--- config.mk ---
export PLATFORM = sky130hd
export DESIGN_NAME = atc_core
export DESIGN_NICKNAME = d
export VERILOG_FILES = /design/src/common/atc_pkg.sv /design/src/core/atc_core.sv
export SDC_FILE = /design/constraint.sdc
export NUM_CORES = 2
export LEC_CHECK = 0
export ABC_AREA = 1
export ABC_CLOCK_PERIOD_IN_PS = 17900
export BUFFER_PORTS_ARGS = -buffer_cell sky130_fd_sc_hd__clkbuf_2
export CAP_MARGIN = 20
export CORE_MARGIN = 1
export CORE_UTILIZATION = 59
export CTS_CLUSTER_DIAMETER = 30
export CTS_CLUSTER_SIZE = 12
export DETAILED_ROUTE_END_ITERATION = 8
export MAX_ROUTING_LAYER = met4
export PLACE_DENSITY = 0.8
export SETUP_SLACK_MARGIN = 0.3
export SLEW_MARGIN = 40
export SYNTH_ARGS = -nofsm -noshare
export SYNTH_HDL_FRONTEND = slang
export SYNTH_SLANG_ARGS = --single-unit
--- constraint.sdc ---
create_clock -name CLK -period 17.9 [get_ports CLK]
set_input_delay 0.895 -clock CLK [delete_from_list [all_inputs] [get_ports CLK]]
set_output_delay 0.895 -clock CLK [all_outputs]
set_load 0.005 [all_outputs]
--- src/common/atc_pkg.sv ---
/*
 * Constants, field layouts and carrier types of the acquisition trigger
 * control block. It assumes a 32-bit AHB-Lite register bus and 16-bit
 * conversion data from a front end with up to 32 channels.
 */
package atc_pkg;
	// ---------------------------------------------------------------
	// Register map (byte addresses)
	// ---------------------------------------------------------------
	localparam logic [7:0] OFS_CTRL = 8'h00;
	localparam logic [7:0] OFS_START_CFG = 8'h04;
	localparam logic [7:0] OFS_STOP_CFG = 8'h08;
	localparam logic [7:0] OFS_START_LVL = 8'h0c;
	localparam logic [7:0] OFS_STOP_LVL = 8'h10;
	localparam logic [7:0] OFS_STOP_COUNT = 8'h14;
	localparam logic [7:0] OFS_DELAY_COUNT = 8'h18;
	localparam logic [7:0] OFS_REPEAT = 8'h1c;
	localparam logic [7:0] OFS_NOTIFY = 8'h20;
	localparam logic [7:0] OFS_STATUS = 8'h24;
	localparam logic [7:0] OFS_SAMPLE_CNT = 8'h28;
	localparam logic [7:0] OFS_REPEAT_CNT = 8'h2c;
	// Control command bits (write-only pulses)
	localparam int CTRL_START_BIT = 0;
	localparam int CTRL_STOP_BIT = 1;
	localparam int CTRL_CLR_BIT = 2;
	// Notify register: user buffer mode and ring format flags
	localparam int NOTIFY_USER_BIT = 31;
	localparam int NOTIFY_RING_BIT = 30;
	// Status bit positions
	localparam int STAT_BUSY = 0;
	localparam int STAT_WAIT = 1;
	localparam int STAT_STORED = 2;
	localparam int STAT_OVF = 3;
	localparam int STAT_CLKERR = 4;
	localparam int STAT_CONVERR = 5;
	// Reset values
	localparam logic [31:0] RST_COUNT = 32'h0000_0000;
	localparam logic [31:0] RST_REPEAT = 32'h0000_0001;
	// ---------------------------------------------------------------
	// Source and comparison encodings
	// ---------------------------------------------------------------
	localparam logic [2:0] SRC_SW = 3'h0;
	localparam logic [2:0] SRC_CMP = 3'h1;
	localparam logic [2:0] SRC_EXT = 3'h2;
	localparam logic [2:0] SRC_EVT = 3'h3;
	localparam logic [2:0] SRC_LAST = 3'h4;
	localparam logic [1:0] CMP_CROSS = 2'h0;
	localparam logic [1:0] CMP_IN = 2'h1;
	localparam logic [1:0] CMP_OUT = 2'h2;
	// ---------------------------------------------------------------
	// Carrier types
	// ---------------------------------------------------------------
	// Condition setup; low bits of the written word, src in the top field
	typedef struct packed {
		logic [2:0] src;
		logic [1:0] cmp;
		logic [1:0] dir;   // bit0 rising, bit1 falling
		logic pol;         // 0 rising edge, 1 falling edge
		logic [2:0] evt_sel;
		logic [4:0] chan;
	} atc_cond_t;
	typedef struct packed {
		logic [15:0] lvl2; // lower window bound
		logic [15:0] lvl1; // crossing level and upper window bound
	} atc_lvl_t;
	typedef struct packed {
		logic start_met;
		logic repeat_end;
		logic op_end;
		logic stored_cnt;
		logic xfer_cnt;
		logic overflow;
		logic clk_err;
		logic conv_err;
	} atc_evt_t;
	typedef struct packed {
		logic valid;
		logic [4:0] chan;
		logic [15:0] data;
	} atc_store_t;
	typedef enum logic [3:0] {
		ST_IDLE = 4'h1,
		ST_WAIT = 4'h2,
		ST_RUN = 4'h4,
		ST_DELAY = 4'h8
	} atc_state_t;
endpackage : atc_pkg

--- src/core/atc_core.sv ---
/*
 * Acquisition start/stop sequencer with its AHB-Lite register slave.
 * Assumes a synchronous conversion stream (one conversion per valid beat,
 * last beat of a sampling flagged) and synchronous trigger, event and
 * error inputs. Memory itself lies outside; this block only gates stores.
 */
// What this block does
// - Start source is software, data comparison, external edge or event output.
// - Start and stop setups are separate registers, freely combined.
// - Software start begins sampling and storing at the start command.
// - Comparison start watches one channel against level and direction before storing.
// - Crossing detects rising, falling, or either when both directions set.
// - In-range start fires when level2 <= value <= level1, even immediately.
// - Out-of-range start fires when value <= level2 or value >= level1.
// - External start arms at the command and fires on the chosen edge.
// - Event start waits for the selected event-controller output.
// - Stop sources: count, comparison, external, event, software; errors always halt.
// - Count stop halts after exactly the configured number of stored samplings.
// - Comparison stop halts on a crossing in the configured direction.
// - In-range stop fires when value lies in level2..level1 inclusive, even immediately.
// - Out-of-range stop fires when value <= level2 or >= level1.
// - External stop arms after the configured sample count, then halts on edge.
// - Software stop samples endlessly until stop command or error.
// - Event stop fires when the selected event output asserts.
// - Non-abort stops take the configured delayed samplings; zero stops at once.
// - Start-met event is raised, but never for software start.
// - Repeat-end after each repetition, operation-end after the whole operation.
// - Stored-count event in device buffer mode, transfer-count event in user mode.
// - Overflow, sample clock error and conversion error events.
// - Repetitions counted to the configured value; zero repeats until abort.
`timescale 1ns/1ps
`default_nettype none
module atc_core (
	input wire logic CLK,
	input wire logic RST,
	input wire logic HSEL,
	input wire logic [31:0] HADDR,
	input wire logic [1:0] HTRANS,
	input wire logic HWRITE,
	input wire logic [2:0] HSIZE,
	input wire logic [31:0] HWDATA,
	input wire logic HREADY,
	output logic [31:0] HRDATA,
	output logic HREADYOUT,
	output logic HRESP,
	input wire logic CONV_VALID,
	input wire logic CONV_LAST,
	input wire logic [4:0] CONV_CHAN,
	input wire logic [15:0] CONV_DATA,
	input wire logic EXT_TRIG,
	input wire logic [7:0] EVT_IN,
	input wire logic MEM_FULL,
	input wire logic CLK_ERR,
	input wire logic CONV_ERR,
	output logic SAMPLE_EN,
	output logic BUSY,
	output logic WAITING,
	output atc_pkg::atc_store_t STORE,
	output atc_pkg::atc_evt_t EVT_OUT
);
	// ---------------------------------------------------------------
	// State
	// ---------------------------------------------------------------
	typedef struct packed {
		logic ready;
		logic [31:0] rdata;
		logic wr_pend;
		logic [7:0] addr;
		atc_pkg::atc_cond_t start_cfg;
		atc_pkg::atc_cond_t stop_cfg;
		atc_pkg::atc_lvl_t start_lvl;
		atc_pkg::atc_lvl_t stop_lvl;
		logic [31:0] stop_count;
		logic [31:0] delay_count;
		logic [31:0] repeat_cfg;
		logic [31:0] notify;
		atc_pkg::atc_state_t state;
		logic [31:0] smp_cnt;
		logic [31:0] dly_cnt;
		logic [31:0] rep_cnt;
		logic [31:0] tot_cnt;
		logic [31:0] xfer_cnt;
		logic stop_pend;
		logic s_prev_ok;
		logic [15:0] s_prev;
		logic p_prev_ok;
		logic [15:0] p_prev;
		logic ext_prev;
		logic stored_flag;
		logic ovf_flag;
		logic clkerr_flag;
		logic converr_flag;
		logic sample_en;
		logic busy;
		logic waiting;
		atc_pkg::atc_store_t store;
		atc_pkg::atc_evt_t evt;
	} atc_regs_t;

	atc_regs_t q;
	atc_regs_t n;

	// Crossing against lvl1, or window tests against lvl2..lvl1
	function automatic logic cond_hit(input atc_pkg::atc_cond_t c, input atc_pkg::atc_lvl_t l,
		input logic prev_ok, input logic [15:0] prev, input logic [15:0] cur);
		logic up;
		logic down;
		up = prev_ok && (prev < l.lvl1) && (cur >= l.lvl1);
		down = prev_ok && (prev > l.lvl1) && (cur <= l.lvl1);
		case (c.cmp)
			atc_pkg::CMP_CROSS: cond_hit = (c.dir[0] && up) || (c.dir[1] && down);
			atc_pkg::CMP_IN: cond_hit = (cur >= l.lvl2) && (cur <= l.lvl1);
			atc_pkg::CMP_OUT: cond_hit = (cur <= l.lvl2) || (cur >= l.lvl1);
			default: cond_hit = 1'b0;
		endcase
	endfunction : cond_hit

	// ---------------------------------------------------------------
	// Next-state logic
	// ---------------------------------------------------------------
	always_comb begin
		logic start_cmd;
		logic stop_cmd;
		logic clr_cmd;
		logic mon_s;
		logic mon_p;
		logic start_hit;
		logic stop_hit;
		logic ext_edge_s;
		logic ext_edge_p;
		logic evt_s;
		logic evt_p;
		logic smp_done;
		logic storing;
		logic rep_done;
		logic go_wait;
		logic halt;
		logic [31:0] cnt_n;
		n = q;
		n.evt = '0;
		n.store = '0;
		start_cmd = 1'b0;
		stop_cmd = 1'b0;
		clr_cmd = 1'b0;
		rep_done = 1'b0;
		go_wait = 1'b0;
		halt = 1'b0;
		// Defaults keep every local defined on all paths
		mon_s = 1'b0;
		mon_p = 1'b0;
		start_hit = 1'b0;
		stop_hit = 1'b0;
		ext_edge_s = 1'b0;
		ext_edge_p = 1'b0;
		evt_s = 1'b0;
		evt_p = 1'b0;
		smp_done = 1'b0;
		storing = 1'b0;
		cnt_n = 32'h0000_0000;
		// Register writes land in the data phase
		if (q.wr_pend) begin
			case (q.addr)
				atc_pkg::OFS_CTRL: begin
					start_cmd = HWDATA[atc_pkg::CTRL_START_BIT];
					stop_cmd = HWDATA[atc_pkg::CTRL_STOP_BIT];
					clr_cmd = HWDATA[atc_pkg::CTRL_CLR_BIT];
				end
				atc_pkg::OFS_START_CFG: n.start_cfg = atc_pkg::atc_cond_t'(HWDATA[15:0]);
				atc_pkg::OFS_STOP_CFG: n.stop_cfg = atc_pkg::atc_cond_t'(HWDATA[15:0]);
				atc_pkg::OFS_START_LVL: n.start_lvl = HWDATA;
				atc_pkg::OFS_STOP_LVL: n.stop_lvl = HWDATA;
				atc_pkg::OFS_STOP_COUNT: n.stop_count = HWDATA;
				atc_pkg::OFS_DELAY_COUNT: n.delay_count = HWDATA;
				atc_pkg::OFS_REPEAT: n.repeat_cfg = HWDATA;
				atc_pkg::OFS_NOTIFY: n.notify = HWDATA;
				default: ;
			endcase
		end
		// Sampling-level views of the stream
		mon_s = CONV_VALID && (CONV_CHAN == q.start_cfg.chan);
		mon_p = CONV_VALID && (CONV_CHAN == q.stop_cfg.chan);
		start_hit = mon_s && cond_hit(q.start_cfg, q.start_lvl, q.s_prev_ok, q.s_prev, CONV_DATA);
		stop_hit = mon_p && cond_hit(q.stop_cfg, q.stop_lvl, q.p_prev_ok, q.p_prev, CONV_DATA);
		ext_edge_s = q.start_cfg.pol ? (q.ext_prev && !EXT_TRIG) : (!q.ext_prev && EXT_TRIG);
		ext_edge_p = q.stop_cfg.pol ? (q.ext_prev && !EXT_TRIG) : (!q.ext_prev && EXT_TRIG);
		evt_s = EVT_IN[q.start_cfg.evt_sel];
		evt_p = EVT_IN[q.stop_cfg.evt_sel];
		smp_done = CONV_VALID && CONV_LAST;
		cnt_n = q.smp_cnt + 32'h0000_0001;
		n.ext_prev = EXT_TRIG;
		if (mon_s) begin
			n.s_prev = CONV_DATA;
			n.s_prev_ok = 1'b1;
		end
		if (mon_p) begin
			n.p_prev = CONV_DATA;
			n.p_prev_ok = 1'b1;
		end
		// Sequencer
		case (q.state)
			atc_pkg::ST_IDLE: begin
				if (start_cmd) begin
					n.rep_cnt = atc_pkg::RST_COUNT;
					n.tot_cnt = atc_pkg::RST_COUNT;
					n.xfer_cnt = atc_pkg::RST_COUNT;
					n.stored_flag = 1'b0;
					go_wait = 1'b1;
				end
			end
			atc_pkg::ST_WAIT: begin
				case (q.start_cfg.src)
					atc_pkg::SRC_CMP: if (start_hit) n.state = atc_pkg::ST_RUN;
					atc_pkg::SRC_EXT: if (ext_edge_s) n.state = atc_pkg::ST_RUN;
					atc_pkg::SRC_EVT: if (evt_s) n.state = atc_pkg::ST_RUN;
					default: n.state = atc_pkg::ST_RUN;
				endcase
				n.evt.start_met = (n.state == atc_pkg::ST_RUN);
			end
			atc_pkg::ST_RUN: begin
				case (q.stop_cfg.src)
					atc_pkg::SRC_CMP: if (stop_hit) n.stop_pend = 1'b1;
					atc_pkg::SRC_EXT: if (ext_edge_p && q.smp_cnt >= q.stop_count)
						n.stop_pend = 1'b1;
					atc_pkg::SRC_EVT: if (evt_p) n.stop_pend = 1'b1;
					default: ;
				endcase
				if (smp_done) begin
					n.smp_cnt = cnt_n;
					if (n.stop_pend || (q.stop_cfg.src == atc_pkg::SRC_LAST
						&& cnt_n == q.stop_count)) begin
						n.stop_pend = 1'b0;
						n.dly_cnt = atc_pkg::RST_COUNT;
						if (q.delay_count == atc_pkg::RST_COUNT)
							rep_done = 1'b1;
						else
							n.state = atc_pkg::ST_DELAY;
					end
				end
			end
			atc_pkg::ST_DELAY: begin
				if (smp_done) begin
					n.dly_cnt = q.dly_cnt + 32'h0000_0001;
					if (n.dly_cnt == q.delay_count)
						rep_done = 1'b1;
				end
			end
			default: n.state = atc_pkg::ST_IDLE;
		endcase
		// Stores run from the triggering conversion through delayed samplings
		storing = (q.state == atc_pkg::ST_RUN) || (q.state == atc_pkg::ST_DELAY)
			|| (q.state == atc_pkg::ST_WAIT && n.state == atc_pkg::ST_RUN);
		if (storing && CONV_VALID) begin
			if (MEM_FULL) begin
				n.evt.overflow = 1'b1;
				n.ovf_flag = 1'b1;
				// FIFO format halts; ring format overwrites
				halt = !q.notify[atc_pkg::NOTIFY_RING_BIT];
			end
			n.store.valid = !MEM_FULL || q.notify[atc_pkg::NOTIFY_RING_BIT];
			n.store.chan = CONV_CHAN;
			n.store.data = CONV_DATA;
		end
		// Notification counts per stored sampling
		if (storing && smp_done) begin
			if (q.notify[atc_pkg::NOTIFY_USER_BIT]) begin
				n.xfer_cnt = q.xfer_cnt + 32'h0000_0001;
				if (n.xfer_cnt == {8'h00, q.notify[23:0]}) begin
					n.evt.xfer_cnt = 1'b1;
					n.xfer_cnt = atc_pkg::RST_COUNT;
				end
			end else begin
				n.tot_cnt = q.tot_cnt + 32'h0000_0001;
				if (n.tot_cnt == {8'h00, q.notify[23:0]}) begin
					n.evt.stored_cnt = 1'b1;
					n.stored_flag = 1'b1;
				end
			end
		end
		// Repetition bookkeeping
		if (rep_done) begin
			n.evt.repeat_end = 1'b1;
			n.rep_cnt = q.rep_cnt + 32'h0000_0001;
			if (q.repeat_cfg != atc_pkg::RST_COUNT && n.rep_cnt == q.repeat_cfg) begin
				n.evt.op_end = 1'b1;
				n.state = atc_pkg::ST_IDLE;
			end else begin
				go_wait = 1'b1;
			end
		end
		// Errors halt whatever the stop source; clear loses to a new error
		if (clr_cmd) begin
			n.clkerr_flag = 1'b0;
			n.converr_flag = 1'b0;
			n.ovf_flag = 1'b0;
		end
		if (q.state != atc_pkg::ST_IDLE) begin
			if (CLK_ERR) begin
				n.evt.clk_err = 1'b1;
				n.clkerr_flag = 1'b1;
				halt = 1'b1;
			end
			if (CONV_ERR) begin
				n.evt.conv_err = 1'b1;
				n.converr_flag = 1'b1;
				halt = 1'b1;
			end
			if (MEM_FULL && storing && CONV_VALID)
				n.ovf_flag = 1'b1;
		end
		// A fresh wait for the start condition, first or repeated
		if (go_wait) begin
			n.smp_cnt = atc_pkg::RST_COUNT;
			n.stop_pend = 1'b0;
			n.s_prev_ok = 1'b0;
			n.p_prev_ok = 1'b0;
			n.state = (q.start_cfg.src == atc_pkg::SRC_SW) ? atc_pkg::ST_RUN : atc_pkg::ST_WAIT;
		end
		// Abort skips delayed samplings and any further repetitions
		if ((stop_cmd || halt) && q.state != atc_pkg::ST_IDLE) begin
			n.state = atc_pkg::ST_IDLE;
			n.evt.op_end = 1'b1;
			n.evt.repeat_end = 1'b0;
		end
		// Front end converts while storing, or while a comparison waits
		n.sample_en = (n.state == atc_pkg::ST_RUN) || (n.state == atc_pkg::ST_DELAY)
			|| (n.state == atc_pkg::ST_WAIT && q.start_cfg.src == atc_pkg::SRC_CMP);
		// Status pins registered so they leave straight from flops
		n.busy = (n.state != atc_pkg::ST_IDLE);
		n.waiting = (n.state == atc_pkg::ST_WAIT);
		// Bus address phase; readback sees this cycle's write already
		n.ready = 1'b1;
		n.wr_pend = HSEL && HTRANS[1] && HREADY && HWRITE;
		if (HSEL && HTRANS[1] && HREADY)
			n.addr = HADDR[7:0];
		n.rdata = 32'h0000_0000;
		if (HSEL && HTRANS[1] && HREADY && !HWRITE) begin
			case (HADDR[7:0])
				atc_pkg::OFS_START_CFG: n.rdata = {16'h0000, n.start_cfg};
				atc_pkg::OFS_STOP_CFG: n.rdata = {16'h0000, n.stop_cfg};
				atc_pkg::OFS_START_LVL: n.rdata = n.start_lvl;
				atc_pkg::OFS_STOP_LVL: n.rdata = n.stop_lvl;
				atc_pkg::OFS_STOP_COUNT: n.rdata = n.stop_count;
				atc_pkg::OFS_DELAY_COUNT: n.rdata = n.delay_count;
				atc_pkg::OFS_REPEAT: n.rdata = n.repeat_cfg;
				atc_pkg::OFS_NOTIFY: n.rdata = n.notify;
				atc_pkg::OFS_STATUS: begin
					n.rdata[atc_pkg::STAT_BUSY] = (q.state != atc_pkg::ST_IDLE);
					n.rdata[atc_pkg::STAT_WAIT] = (q.state == atc_pkg::ST_WAIT);
					n.rdata[atc_pkg::STAT_STORED] = q.stored_flag;
					n.rdata[atc_pkg::STAT_OVF] = q.ovf_flag;
					n.rdata[atc_pkg::STAT_CLKERR] = q.clkerr_flag;
					n.rdata[atc_pkg::STAT_CONVERR] = q.converr_flag;
				end
				atc_pkg::OFS_SAMPLE_CNT: n.rdata = q.tot_cnt;
				atc_pkg::OFS_REPEAT_CNT: n.rdata = q.rep_cnt;
				default: n.rdata = 32'h0000_0000;
			endcase
		end
	end

	// ---------------------------------------------------------------
	// State register
	// ---------------------------------------------------------------
	always_ff @(posedge CLK or posedge RST) begin
		if (RST) begin
			q <= '0;
			q.state <= atc_pkg::ST_IDLE;
			q.repeat_cfg <= atc_pkg::RST_REPEAT;
		end else begin
			q <= n;
		end
	end

	// Outputs straight from flops; HRESP tied low
	assign HRDATA = q.rdata;
	assign HREADYOUT = q.ready;
	assign HRESP = 1'b0;
	assign SAMPLE_EN = q.sample_en;
	assign BUSY = q.busy;
	assign WAITING = q.waiting;
	assign STORE = q.store;
	assign EVT_OUT = q.evt;
endmodule : atc_core
`default_nettype wire

* Yosys cells after proc, flatten, opt, wreduce, memory -nomap -nowiden *
Index checks and enable logic that the tools add are counted.

word-level totals
  bits of input ports = 109
  word-level logic and storage cells = 298
  output and inout port bits = 67
  bits in registers = 503

cells by class
  add/sub/neg operators = 5
  magnitude comparators = 15
  equal/unequal tests = 51
  reductions and logical operators = 68
  mux-type cells = 105

operators by type and width
  cell                                                  count
  two-way mux 32 bit                                    14
  case mux 26 bit (10 select lines)                     1
  two-way mux 224 bit                                   1
  two-way mux 96 bit                                    2
  adder 32 x 1 -> 32 bit (second input constant)        5
  equality test 32 bit                                  3
  two-way mux 68 bit                                    1
  case mux 6 bit (11 select lines)                      1
  equality test 32 x 24 -> 1 bit                        2
  equality test 8 x 5 -> 1 bit (second input constant)  8
  >= comparator 16 bit                                  4
  less-or-equal comparator 16 bit                       4
  two-way mux 64 bit                                    1
  case mux 32 bit (2 select lines)                      1
  two-way mux 1 bit                                     52
  equality test 8 x 6 -> 1 bit (second input constant)  5
  two-way mux 36 bit                                    1
  two-way mux 4 bit                                     9
  logical AND 1 bit                                     35
  two-way mux 17 bit                                    2
  equality test 8 x 4 -> 1 bit (second input constant)  4
  >= comparator 32 bit                                  1
  greater-than comparator 16 bit                        2
  logical NOT 32 bit                                    1
  other kinds (33)                                      84

* Longest topological paths before layout *
  word-level depth = 28
  gate-level depth with buffers = 29
  gate-level depth less buffers = 29

* Worst setup path after synthesis *
Ideal clock, no wire load.

  path kind = in2reg
  start point = in CONV_DATA[15]
  end point = reg q[95] (netlist name)
  arrival = 3.149 ns
  slack = 14.622 ns
  library setup time = 0.130 ns
  required time = 17.770 ns
  cell stages on the path = 19
  buffers on the path = 1
  cells stage by stage = ha_1 -> nand2_1 -> nor4_1 -> nand4_1 -> nand3_1 -> nand4_1 -> nand2_1 -> nand2_1 -> nand2_1 -> nand2_1 -> nand3_1 -> nand3_1 -> a21oi_2 -> inv_2 -> nor2_2 -> inv_2 -> clkbuf_1 -> nand3_1 -> o21ai_2

RTL lines
  what                    RTL line         text
  start: declaration      atc_core.sv:49   input wire logic [15:0] CONV_DATA,
  end signal: assignment  atc_core.sv:370  q <= n;
  end: declaration        atc_core.sv:100  atc_regs_t q;

* Worst setup path after layout *
  start point = reg q[201] (netlist name)
  end point = reg q[164] (netlist name)

between the ends
  longest elaborated chain between the ends = 11
  elaborated cells between the ends (all ways) = 16

ends and longest elaborated chain
  what                                  RTL line         text
  >= comparator 32 bit                  atc_core.sv:222  atc_pkg::SRC_EXT: if (ext_edge_p && q.smp_cnt >= q.stop_count)
  logical AND 1 bit                     atc_core.sv:222
  two-way mux 1 bit                     atc_core.sv:222
  case mux 1 bit (3 select lines)       atc_core.sv:220  case (q.stop_cfg.src)
  two-way mux 1 bit                     atc_core.sv:200  case (q.state)
  logical OR 1 bit (*)                  atc_core.sv:229  if (n.stop_pend || (q.stop_cfg.src == atc_pkg::SRC_LAST
  two-way mux 1 bit (*)                 atc_core.sv:229
  two-way mux 1 bit (*)                 atc_core.sv:227  if (smp_done) begin
  case mux 1 bit (2 select lines) (*)   atc_core.sv:200
  nonzero test 2 bit (no source line)   -
  AND reduction 2 bit (no source line)  -

Mark *: on every way between the ends. The rest lies on a longest branch, timed or not. The select of a mux whose other input is x is not followed.
A chain may end at the register's enable or synchronous reset.

==> reports/metrics.yaml <==
status:
  status: "finished, final reports clean"
worst_setup_path:
  crit_required_ns: 18.39
  reg2reg_depth: 20
  cp-start-kind: "register"
  setup.worst_path.end_class: "register"
  worstReg2RegStart: "q[201]"
  crit_start: "q[201]"
  endpoint: "q[164]"
  crit_type: "register to register"
  worst_r2r_endpoint: "q[164]"
  worst-path-max-fanout: 36
  arrival_ns: 4.96
  regToRegSetupSlack_ns: 13.43
cts:
  cts_root_buffer: "clkbuf_16"
  clock_path_buffers: 3
  htreeDepth: 3
  clk_latency_ns: 0.67
  cts_sinks: 503
  post-cts-setup-buffer-count: 0
  cts_tree: "done"
  ctsHoldBuffers: 0
  cts_buffers: 113
  ctsResizeCount: 0
  clkTransAtPathRegs_ns: 0.05
final_layout:
  final_nets: 4353
  multi_input_area_um2: 15500
  layoutNonFillerInstCount: 4895
  layout-drive-gt1-share: 0.126
  final_common_cell: "nand2_1"
  syn_to_final_growth_pct: 16.1
  fillers: 4036
  final_cell_mix: "nand2_1, dfrtp_1, inv_1"
  seqCellArea_um2: 12600
routing:
  detail-route-antenna-nets: 0
  drt-total-wl_um: 103000
  avgViaCountPerCell: 6.05
  drc_errors: 0
  num_vias: 29595
  drt-wirelength-per-cell_um: 21.1
  first_pass_iters: 6
  drt_iter0_drc: 3758
logic_synthesis:
  synthAdderAreaFrac: 0.0537
  synthCells: 3999
  synth_top_family_by_area: "simple AND/OR/NAND/NOR gates"
  synth-simple-area-share: 0.249
  synth_xor_area_frac: 0.0532
  yosysSeqAreaShare: 0.407
  netlist_area_um2: 31000
  syn_nets: 4241
  ys_types: 66
  synth_warnings: 0
  synthMuxAreaShare: 0.00145
  avgSynthCellArea_um2: 7.74
  ys_ff_latch: 503
  ys.flop_type: "dfrtp_1"
  synth_compound_area_frac: 0.141
  async_reset_ff_frac: 1.00
  synth_top_cell_by_area: "dfrtp_1"
  synth.area.top_cells: "dfrtp_1, nand2_1, inv_1"
  synth_top_area_frac: 0.405
  synth_edf_count: 0
placed_design:
  routabilityCongestion: 1.05
  post-dp-hpwl_um: 74000
  dp_cells: 4674
  io_buffers: 146
global_routing:
  antenna_found_initial: 7
  track_usage: 0.399
  grt_pass1_vias: 28040
  overflow: 0
  grt.busiest_layer: "met2"
  grt_use_met3: 0.0958
  grt_max_degree: 156
  grt.met1_usage: 0.530
  use_met2: 0.573
  grt_pass1_wl_um: 159000
timing:
  slew_violations: 0
  slew_headroom: 0.403
  skew_ns: 0.0405
  timing.final.setup_violations: 0
  whs_ns: 0.384
  min_period_ns: 4.47
  hold_viol: 0
  fmax_ghz: 0.224
  worst_pin_slew_ns: 0.888
  rsz0062_at_grt: "false"
  min_period_over_period: 0.250
  setup_tns_ns: 0
floorplanning:
  start_util: 0.600
  dieArea_um2: 53400
  core_um2: 51600
  die_height_um: 231
  io_pins: 176
  die_w_um: 231
  rows: 83
pwr:
  vdd_ir_drop_max_uv: 96.8
  leakagePower_nw: 18.0
  power.density_nw_per_um2: 110
flow_run:
  maxCapViolations: 0
min_path:
  hold_path_class: "input port to asynchronous set/reset pin"
## registers in the layout, summed over array words and instances (netlist names)
name	flops
HREADYOUT	1
BUSY	1
q	437
STORE	22
WAITING	1
SAMPLE_EN	1
EVT_OUT	8
HRDATA	32
## per-stage QoR
step                      power (mW)  cell area (um^2)  worst slack (ns)  utilization
after CTS                       3.94             35900             13.39        0.695
after floorplan                 1.63             31000              2.96            -
after global placement          1.78             31900             13.29        0.617
after detailed placement        1.79             31900             13.29        0.617
final                           3.95             35900             13.43        0.696
after global routing            4.08             35900             13.27        0.696
## Yosys cell counts (all sizes together) (12+ instances only)
library cell  count
nand3b           12
a22o             18
or2              22
buf              80
o22ai            80
a221oi           55
o31ai            28
a21oi           139
nor4             44
o21ai           369
xnor2            37
ha              133
nor2            361
nand2           932
nand3           201
clkbuf           99
nand4            92
dfrtp           501
xor2            140
inv             510
nor3             81
## worst min path at each step
stage | from | end | slack, ns
floorplan | q[268] | q[36] | 0.43
global placement | q[268] | q[36] | 0.45
detailed placement | q[268] | q[36] | 0.45
CTS | EXT_TRIG | q[37] | 0.41
global route | EXT_TRIG | q[37] | 0.42
finish | RST | q[69] | 0.38
## cell type report
class,count,share of cell area
clock buffer,135,0.0850
timing repair buffer,176,0.0285
clock inverter,78,0.0259
tap,680,0.0237
sequential,503,0.350
antenna,6,0.000418
inverter,513,0.0540
multi-input combinational,2804,0.432
## cells by family (layout without fill, tap and decap cells)
family          after synthesis  count (layout)
compound gates              723             723
xor+xnor                    181             181
fa+ha+maj                   133             133
buf+inv                     692             902
flops                       503             503
mux                           4               4
other cells                   2               8
simple gates               1761            1761
## report_power, final
group / total (mW) / leakage [nW] / internal [mW] / switching (mW)
clock: 2.15 / 1.91 / 1.43 / 0.721
combinational: 0.510 / 10.4 / 0.165 / 0.345
sequential: 1.29 / 5.62 / 1.22 / 0.0755
## metal layers
layer  wire length, um  up-vias
li1                  -    13520
met1             41200    13810
met2             43900     1876
met3             12200      389
met4              5970        0
met5                 0        -
## critical path: stages (launching register included)
cell     delay, ns
dfrtp_1       0.51
ha_1          0.29
nand2_1       0.08
nor2_2        0.24
nand2_2       0.16
nor2_4        0.20
nand2_1       0.08
nand2_1       0.06
nand2_1       0.08
xor2_1        0.15
nor2_1        0.13
nand2_1       0.09
nor2_1        0.25
nand4_1       0.30
nand3_2       0.19
nand2_1       0.08
nand2_2       0.13
nand3_4       0.42
nand2_1       0.27
buf_4         0.41
o22ai_1       0.13
Power figures use the tool's default switching activity.
